$ cat config.mk
export PLATFORM = sky130hd
export DESIGN_NAME = tx_abort_ctrl
export DESIGN_NICKNAME = d
export VERILOG_FILES = /design/src/rtl/txabort_pkg.sv /design/src/rtl/tx_abort_ctrl.sv
export SDC_FILE = /design/constraint.sdc
export NUM_CORES = 1
export LEC_CHECK = 0
export BUFFER_PORTS_ARGS = -buffer_cell sky130_fd_sc_hd__clkbuf_2
export CORE_UTILIZATION = 45
export DETAILED_ROUTE_END_ITERATION = 7
export PLACE_DENSITY = 0.76
export SLEW_MARGIN = 40
export SYNTH_ARGS = -nofsm -noshare
export SYNTH_HDL_FRONTEND = slang
export SYNTH_SLANG_ARGS = --single-unit
$ cat constraint.sdc
create_clock -name clk -period 5.36 [get_ports clk]
set_clock_uncertainty 0.05 [all_clocks]
set_input_delay 1.34 -clock clk [delete_from_list [all_inputs] [get_ports clk]]
set_output_delay 1.34 -clock clk [all_outputs]
set_load 0.01 [all_outputs]
$ cat src/rtl/txabort_pkg.sv
// Package for the transmit-buffer reservation and abort control block.
// Assumes a single 40 MHz clock domain and a CAN bit tick from the bit timing logic.
package txabort_pkg;

  // Number of message buffers and index of the last data byte.
  localparam int NUM_BUF = 3;
  localparam int BUF_W = 2;
  localparam logic [2:0] LAST_DATA_BYTE = 3'h7;

  // Preparation window before start of frame, in bit times.
  localparam int PREP_BITS = 2;
  localparam logic [1:0] PREP_CNT = 2'(PREP_BITS);
  // Recessive gap after an attempt ends before a new start of frame, in bit times.
  localparam int GAP_BITS = 3;
  localparam logic [1:0] GAP_CNT = 2'(GAP_BITS);
  // Counter value at the tick that closes the preparation window or the gap.
  localparam logic [1:0] CNT_LAST = 2'h1;
  // Attempt outcome encoding from the frame engine.
  typedef enum logic [1:0] {OUT_NONE, OUT_OK, OUT_ERROR, OUT_ARB_LOST} outcome_t;

  // Per-buffer status seen by software.
  typedef struct packed {
    logic lock;
    logic ready;
    logic busy;
  } buffer_ctrl_status_t;

  // Controller control and status bits.
  typedef struct packed {
    logic run;
    logic abort_sync_bit;
    logic no_auto_retransmit;
  } controller_ctrl_status_t;

  // Frame engine hand-off for one attempt.
  typedef struct packed {
    logic start;
    logic [BUF_W-1:0] buf_idx;
  } tx_start_t;

endpackage : txabort_pkg

$ cat src/rtl/tx_abort_ctrl.sv
// Transmit-buffer reservation, request and abort control for a CAN controller.
// Software bits arrive as same-clock pulses; bit_tick and attempt outcomes come from the
// frame engine on the same clock. The frame engine starts a frame when tx_start pulses.
// Every status output lags the internal flag behind it by one clock.
//
// Summary of operation
// - After reset every buffer is unlocked, so every buffer receives.
// - A locked buffer accepts no received frames and stays reserved for sending.
// - Writing data byte seven of a locked buffer raises request and pending flag.
// - Unlocking a pending buffer not on the bus cancels the request at once.
// - A frame on the bus is finished; software unlocks again afterwards to cancel.
// - The lock cannot be cleared while busy is set, until the frame ends.
// - Setting the abort sync bit drives no dominant pulse onto the transmit line.
// - The abort sync bit reads set within three bit times of its write.
// - While abort sync is set no new transmission starts; software clears it later.
// - Clearing run finishes the current attempt, then enters standby with run zero.
// - In standby unlocking drops pending requests without any bus activity.
// - With no automatic retransmission, an errored attempt is given up, not retried.
// - No automatic retransmission does not cancel a request that lost arbitration.
// - After busy falls enough time passes for an unlock before the next window.
// - A successful send clears pending and busy, emptying the buffer.
// - With no retransmission set, an errored attempt ends clearing pending and busy.
// - Unlocking after lost arbitration aborts at once, clearing pending and lock.
// - No abort interrupt; software polls pending, which clears on abort or success.

`timescale 1ns/1ps

module tx_abort_ctrl (
  // Clock, reset and freeze.
  input wire logic clk,
  input wire logic rstn,
  input wire logic clk_en,
  // Software control strobes.
  input wire logic lock_set,
  input wire logic lock_clr,
  input wire logic [txabort_pkg::BUF_W-1:0] buf_sel,
  input wire logic data_wr,
  input wire logic [2:0] data_byte_idx,
  input wire logic run_wr,
  input wire logic run_val,
  input wire logic sync_wr,
  input wire logic sync_val,
  input wire logic no_auto_retransmit_wr,
  input wire logic no_auto_retransmit_val,
  // Frame engine.
  input wire logic bit_tick,
  input wire txabort_pkg::outcome_t attempt_end,
  // Status to software and the frame engine.
  output txabort_pkg::buffer_ctrl_status_t [txabort_pkg::NUM_BUF-1:0] buffer_ctrl_status,
  output txabort_pkg::controller_ctrl_status_t controller_ctrl_status,
  output logic [txabort_pkg::NUM_BUF-1:0] rx_enable,
  output txabort_pkg::tx_start_t tx_start,
  output logic tx_dominant_req
);

  typedef enum {ST_IDLE, ST_GAP, ST_PREP, ST_ACTIVE, ST_STANDBY} tx_state_t;

  tx_state_t state_r;
  logic [txabort_pkg::NUM_BUF-1:0] lock_r;
  logic [txabort_pkg::NUM_BUF-1:0] ready_r;
  logic [txabort_pkg::NUM_BUF-1:0] busy_r;
  logic [txabort_pkg::BUF_W-1:0] cur_r;
  logic [1:0] cnt_r;
  logic run_r;
  logic run_req_r;
  logic sync_req_r;
  logic sync_r;
  logic no_auto_retransmit_r;
  logic any_pending;
  logic [txabort_pkg::BUF_W-1:0] pick;
  logic pick_ok;
  // Per-buffer decoded strobes and the shared sequencer timing.
  logic [txabort_pkg::NUM_BUF-1:0] set_hit;
  logic [txabort_pkg::NUM_BUF-1:0] clr_ok;
  logic [txabort_pkg::NUM_BUF-1:0] last_byte_hit;
  logic [txabort_pkg::NUM_BUF-1:0] cur_hit;
  logic last_tick;
  logic start_now;

  // Lowest numbered locked, pending buffer wins the next attempt.
  function automatic logic [txabort_pkg::BUF_W-1:0] first_set(
      input logic [txabort_pkg::NUM_BUF-1:0] v);
    logic [txabort_pkg::BUF_W-1:0] r;
    r = '0;
    for (int i = txabort_pkg::NUM_BUF - 1; i >= 0; i--) begin
      if (v[i]) begin
        r = txabort_pkg::BUF_W'(i);
      end
    end
    return r;
  endfunction : first_set

  // One-hot decode of a buffer index, shared by every per-buffer strobe and by the
  // sequencer, so all of them agree on which buffer an index means.
  function automatic logic [txabort_pkg::NUM_BUF-1:0] buf_onehot(
      input logic [txabort_pkg::BUF_W-1:0] idx);
    logic [txabort_pkg::NUM_BUF-1:0] r;
    r = '0;
    for (int i = 0; i < txabort_pkg::NUM_BUF; i++) begin
      if (idx == txabort_pkg::BUF_W'(i)) begin
        r[i] = 1'b1;
      end
    end
    return r;
  endfunction : buf_onehot

  // Per-buffer strobes. A lock clear on a busy buffer is dropped here, so a frame on
  // the bus is never cut short; software has to clear again once busy has fallen.
  always_comb begin
    set_hit = lock_set ? buf_onehot(buf_sel) : '0;
    clr_ok = lock_clr ? (buf_onehot(buf_sel) & ~busy_r) : '0;
    last_byte_hit = '0;
    if (data_wr && data_byte_idx == txabort_pkg::LAST_DATA_BYTE) begin
      last_byte_hit = buf_onehot(buf_sel) & lock_r;
    end
    cur_hit = buf_onehot(cur_r);
  end

  // Sequencer timing. The start decision is made once here so that the busy flag and
  // the start pulse to the frame engine can never disagree about an attempt.
  always_comb begin
    last_tick = bit_tick && cnt_r == txabort_pkg::CNT_LAST;
    start_now = state_r == ST_PREP && last_tick && ready_r[cur_r] && lock_r[cur_r];
  end

  // Candidate selection for the next attempt.
  always_comb begin
    any_pending = |(ready_r & lock_r);
    pick = first_set(ready_r & lock_r);
    // A pending stop also blocks a start, so run can never fall while an attempt begins.
    pick_ok = any_pending && run_r && run_req_r && !sync_r && !sync_req_r;
  end

  // Lock bits per buffer; all clear after reset so every buffer receives.
  // A set and a clear in the same cycle leave the buffer locked; reserving wins.
  always_ff @(posedge clk or negedge rstn) begin
    if (!rstn) begin
      lock_r <= '0;
    end else if (clk_en) begin
      for (int i = 0; i < txabort_pkg::NUM_BUF; i++) begin
        if (set_hit[i]) begin
          lock_r[i] <= 1'b1;
        end else if (clr_ok[i]) begin
          lock_r[i] <= 1'b0;
        end
      end
    end
  end

  // Pending flags: set by the last data byte, cleared by abort, success or given-up error.
  // Dropping the lock drops the request too, which is how every abort path ends.
  always_ff @(posedge clk or negedge rstn) begin
    if (!rstn) begin
      ready_r <= '0;
    end else if (clk_en) begin
      for (int i = 0; i < txabort_pkg::NUM_BUF; i++) begin
        if (last_byte_hit[i]) begin
          ready_r[i] <= 1'b1;
        end else if (!lock_r[i] || clr_ok[i]) begin
          ready_r[i] <= 1'b0;
        end else if (busy_r[i] && cur_hit[i]) begin
          if (attempt_end == txabort_pkg::OUT_OK) begin
            ready_r[i] <= 1'b0;
          end else if (attempt_end == txabort_pkg::OUT_ERROR && no_auto_retransmit_r) begin
            ready_r[i] <= 1'b0;
          end
        end
      end
    end
  end

  // Busy follows the attempt on the bus; it falls at the end of every attempt.
  // It rises with the start pulse, so software never sees busy without a frame.
  always_ff @(posedge clk or negedge rstn) begin
    if (!rstn) begin
      busy_r <= '0;
    end else if (clk_en) begin
      for (int i = 0; i < txabort_pkg::NUM_BUF; i++) begin
        if (start_now && cur_hit[i]) begin
          busy_r[i] <= 1'b1;
        end else if (attempt_end != txabort_pkg::OUT_NONE && state_r == ST_ACTIVE) begin
          busy_r[i] <= 1'b0;
        end
      end
    end
  end

  // Attempt sequencer: gap after each attempt, two-bit preparation, then the frame.
  // The gap gives an unlock issued after busy falls time to land before the next window.
  always_ff @(posedge clk or negedge rstn) begin
    if (!rstn) begin
      state_r <= ST_STANDBY;
      cnt_r <= '0;
      cur_r <= '0;
    end else if (clk_en) begin
      case (state_r)
        ST_STANDBY: begin
          if (run_r) begin
            state_r <= ST_IDLE;
          end
        end
        ST_IDLE: begin
          if (!run_r) begin
            state_r <= ST_STANDBY;
          end else if (pick_ok) begin
            cur_r <= pick;
            cnt_r <= txabort_pkg::PREP_CNT;
            state_r <= ST_PREP;
          end
        end
        ST_PREP: begin
          if (!ready_r[cur_r] || !lock_r[cur_r]) begin
            state_r <= ST_IDLE;
          end else if (bit_tick) begin
            if (last_tick) begin
              state_r <= ST_ACTIVE;
            end else begin
              cnt_r <= cnt_r - txabort_pkg::CNT_LAST;
            end
          end
        end
        ST_ACTIVE: begin
          if (attempt_end != txabort_pkg::OUT_NONE) begin
            cnt_r <= txabort_pkg::GAP_CNT;
            state_r <= ST_GAP;
          end
        end
        ST_GAP: begin
          if (!run_r) begin
            state_r <= ST_STANDBY;
          end else if (bit_tick) begin
            if (last_tick) begin
              state_r <= ST_IDLE;
            end else begin
              cnt_r <= cnt_r - txabort_pkg::CNT_LAST;
            end
          end
        end
        default: begin
          state_r <= ST_STANDBY;
        end
      endcase
    end
  end

  // Run bit: a stop request reads one until the current attempt has finished.
  // Dropping run during preparation still lets that attempt out; it counts as current.
  always_ff @(posedge clk or negedge rstn) begin
    if (!rstn) begin
      run_req_r <= 1'b0;
      run_r <= 1'b0;
    end else if (clk_en) begin
      if (run_wr) begin
        run_req_r <= run_val;
      end
      if (run_wr && run_val) begin
        run_r <= 1'b1;
      end else if (!run_req_r && state_r != ST_ACTIVE && state_r != ST_PREP) begin
        run_r <= 1'b0;
      end
    end
  end

  // Abort sync: the request is acknowledged only outside the preparation window.
  // Preparation is at most two bit ticks long, so the acknowledge lands within three bit times.
  // A write of zero wins over a pending acknowledge, so transmitting resumes at once.
  always_ff @(posedge clk or negedge rstn) begin
    if (!rstn) begin
      sync_req_r <= 1'b0;
      sync_r <= 1'b0;
    end else if (clk_en) begin
      if (sync_wr) begin
        sync_req_r <= sync_val;
      end
      if (sync_wr && !sync_val) begin
        sync_r <= 1'b0;
      end else if (sync_req_r && state_r != ST_PREP) begin
        sync_r <= 1'b1;
      end
    end
  end

  // No automatic retransmission bit, written directly by software.
  always_ff @(posedge clk or negedge rstn) begin
    if (!rstn) begin
      no_auto_retransmit_r <= 1'b0;
    end else if (clk_en && no_auto_retransmit_wr) begin
      no_auto_retransmit_r <= no_auto_retransmit_val;
    end
  end

  // Buffer status to software, one clock behind the internal flags.
  always_ff @(posedge clk or negedge rstn) begin
    if (!rstn) begin
      buffer_ctrl_status <= '0;
    end else if (clk_en) begin
      for (int i = 0; i < txabort_pkg::NUM_BUF; i++) begin
        buffer_ctrl_status[i] <= '{lock: lock_r[i], ready: ready_r[i], busy: busy_r[i]};
      end
    end
  end

  // Controller status to software; run reads one until a stop has taken effect.
  always_ff @(posedge clk or negedge rstn) begin
    if (!rstn) begin
      controller_ctrl_status <= '0;
    end else if (clk_en) begin
      controller_ctrl_status <= '{run: run_r, abort_sync_bit: sync_r, no_auto_retransmit: no_auto_retransmit_r};
    end
  end

  // Receive enables: every buffer receives out of reset, a lock withdraws it.
  always_ff @(posedge clk or negedge rstn) begin
    if (!rstn) begin
      rx_enable <= '1;
    end else if (clk_en) begin
      rx_enable <= ~lock_r;
    end
  end

  // Start pulse to the frame engine; it lasts one clock because start_now does.
  // The buffer index is held from the pulse until the next pick so the engine may sample it late.
  always_ff @(posedge clk or negedge rstn) begin
    if (!rstn) begin
      tx_start <= '0;
    end else if (clk_en) begin
      tx_start <= '{start: start_now, buf_idx: cur_r};
    end
  end

  // The transmit line is never pulled dominant from here. The abort sync bit only
  // orders a lock clear against the internal request and sends no wake-up pulse.
  always_ff @(posedge clk or negedge rstn) begin
    if (!rstn) begin
      tx_dominant_req <= 1'b0;
    end else if (clk_en) begin
      tx_dominant_req <= 1'b0;
    end
  end

endmodule : tx_abort_ctrl

==> impl_metrics.yaml <==
worst_setup_path:
  setup.worst_path.class: "in2reg"
  cpMaxStageDelayCell: "clkbuf_2"
  slowest_delay_ps: 480
  cp-endpoint: "cnt_r[1]$_DFFE_PN0P_"
  rrSetupSlack_ps: 3360
  startpoint_type: "input pin"
  crit_fanout: 28
  worstPathRequired_ps: 5500
  r2r_start: "cnt_r[0]$_DFFE_PN0P_"
  cp.arrival_ps: 3260
  r2r_end: "cnt_r[1]$_DFFE_PN0P_"
  startpoint: "clk_en"
  cp-end-kind: "register"
  path_cells: "clkbuf_2 -> inv_1 -> a2111oi_4 -> o221ai_2 -> a21oi_1 -> mux2_2"
  worst_r2r_path_depth: 6
power:
  powerDensity_nw_per_um2: 363.2
  peakVddDrop_uv: 198.2
  leakage_nw: 1.044
drt:
  drtPass1Iterations: 4
  drtAntennaViolNets: 0
  wirelength_um: 4021
  drc_errors: 0
  wl_per_cell_um: 15.59
  drt_first_iter_violations: 77
  vias: 1486
  vias_per_cell: 5.760
placement:
  placed_area_um2: 2148
  dp_slack_ps: 1931
  gp_congestion: 0.8383
  port_buffers: 37
  hpwl_um: 2871
timing:
  worstMarginPinSlew_ps: 614.5
  slew_headroom: 0.5848
  finalSetupViolCount: 0
  maxSlewViolCount: 0
  hold_violations: 0
  fin_crit_sh: 0.5836
  rsz0062_at_grt: "no"
  setup_tns_ps: 0
  min_period_ps: 3128
  fmax_mhz: 319.7
  worst_slack_ps: 2232
floorplanning:
  die_y_um: 67.97
  initial_core_util: 0.4792
  die-width_um: 67.97
  dieArea_um2: 4619
  fp.coreArea_um2: 4086
  io_pins: 39
  fp-row-count: 23
yosys:
  syn-cell-area_um2: 1958
  syn_inst: 171
  async_flop_share: 1.000
  ys_seq_area_frac: 0.5010
  ys.flop_type: "dfrtp_1"
  synth_warnings: 0
  synth_seq_cells: 39
  synth_edf_count: 0
  syn_nets: 192
  synth_cell_types: 48
  synth.avg_cell_area_um2: 11.45
cts:
  post_cts_buffers: 0
  ctsLongestPathBuffers: 2
  cts_buffers: 5
  cts_tree: "yes"
  post_cts_resized: 0
  cts_sinks: 39
  root_buffer: "clkbuf_8"
  htreeDepth: 2
  clk_latency_ps: 290
  clk_pin_slew_ps: 80
  cts_hold_buf: 0
global_route:
  grt-ovfl-total: 0
  met1_usage: 0.2729
  top_usage_layer: "met2"
  grt_pass1_vias: 1392
  met2_usage: 0.2953
  grt_max_degree: 40
  grt_util_met3: 0.04167
  grt_pass1_wl_um: 6568
  antenna_found_initial: 0
  track_usage: 0.1938
hold_path:
  hold_depth: 2
  hold_class: "reg2reg"
  hold_start: "rx_enable[0]$_DFFE_PN1P_"
run:
  cap_violations: 0
final_layout:
  layout-drive-gt1-share: 0.3750
  nNetsFinal: 228
  num_antenna_cells: 0
  finalInstanceArea_um2: 2266
  area_growth_syn_to_layout_pct: 15.72
status:
  status: "complete, no violations"
-- layout make-up --
cell class / instances / area, µm²
fill: 376 / 1821
sequential: 39 / 980.9
multi-input combinational: 117 / 890.9
timing repair buffer: 37 / 187.7
clock buffer: 6 / 82.58
tap: 50 / 62.56
clock inverter: 2 / 35.03
inverter: 7 / 26.28
-- synthesized netlist by cell type, drive strengths merged, types with 3 or more instances --
cell | instances | area (µm²)
o21ai | 9 | 45.04
nor3 | 4 | 20.02
nand2b | 4 | 25.02
mux2 | 21 | 236.5
nor2b | 3 | 18.77
inv | 7 | 26.28
o221ai | 3 | 32.53
nand2 | 14 | 52.55
nand3 | 3 | 15.01
dfrtp | 35 | 875.8
or3 | 3 | 18.77
a22o | 3 | 26.28
clkbuf | 4 | 18.77
dfstp | 4 | 105.1
nand4 | 3 | 18.77
buf | 4 | 41.29
a31oi | 3 | 18.77
o31ai | 3 | 22.52
o41ai | 3 | 26.28
nor2 | 9 | 33.78
-- stage by stage --
| stage | utilization | std cells | hold WS (ps) | power (W) |
|---|---|---|---|---|
| after detailed placement | 0.5257 | 250 | 436.7 | 0.0005727 |
| after global routing | 0.5545 | 258 | 477.7 | 0.0008632 |
| after floorplan | - | 171 | 430.6 | 0.0005226 |
| after global placement | 0.5251 | 250 | 431.5 | 0.0005682 |
| after CTS | 0.5545 | 258 | 448.8 | 0.0008284 |
| final | 0.5545 | 258 | 448.8 | 0.0008231 |
-- worst min path at each step --
stage / slack [ps] / to
final: 450 / rx_enable[0]$_DFFE_PN1P_
after global routing: 480 / buffer_ctrl_status[6]$_DFFE_PN0P_
after floorplan: 430 / cnt_r[1]$_DFFE_PN0P_
after global placement: 430 / rx_enable[0]$_DFFE_PN1P_
after detailed placement: 440 / rx_enable[0]$_DFFE_PN1P_
after CTS: 450 / rx_enable[0]$_DFFE_PN1P_
-- flip-flops by register name, indices dropped and copies added (netlist names) --
signal                  count
ready_r                     3
sync_req_r                  1
run_req_r                   1
no_auto_retransmit_r        1
sync_r                      1
lock_r                      3
busy_r                      3
cur_r                       2
state_r                     3
buffer_ctrl_status          9
controller_ctrl_status      3
rx_enable                   3
run_r                       1
cnt_r                       2
tx_start                    3
-- logic make-up (layout without fill, tap and decap cells) --
family,Yosys count,after routing,synth area share
and+or+nand+nor,55,55,0.1566
AOI/OAI and AO/OA,39,39,0.1693
DFF,39,39,0.5010
muxes,21,21,0.1208
buffers and inverters,15,52,0.04409
adders and majority gates,1,1,0.006389
other,1,1,0.001915
-- cells in the final DEF, fill, tap and decap left out, types with 4 or more instances in the layout --
cell type / n
clkbuf_2: 36
dfrtp_1: 35
mux2_2: 21
nand2_1: 14
nor2_1: 9
o21ai_0: 9
inv_1: 7
clkbuf_8: 6
nand2b_1: 4
nor3_1: 4
dfstp_2: 4
-- power breakdown --
part	leakage [nW]	total, W	internal, W	switching, W
logic	0.506	0.000182	0.0000848	0.0000969
registers	0.476	0.000387	0.000338	0.0000487
clock network	0.0612	0.000255	0.000151	0.000104
-- worst max-delay path, delay by kind of cell --
family / cells / cell delay, ps
AO/OA/AOI/OAI: 3 / 710
buffers and inverters: 2 / 860
multiplexers: 1 / 350
-- metal layers --
metal  part of all wire  vias up  wire length [µm]
li1                   -      709                 -
met1               0.47      726              1885
met2               0.47       46              1890
met3              0.048        5               194
met4              0.013        0                51
met5                  0        -                 0
No activity file was read; power rests on OpenSTA's default activity.
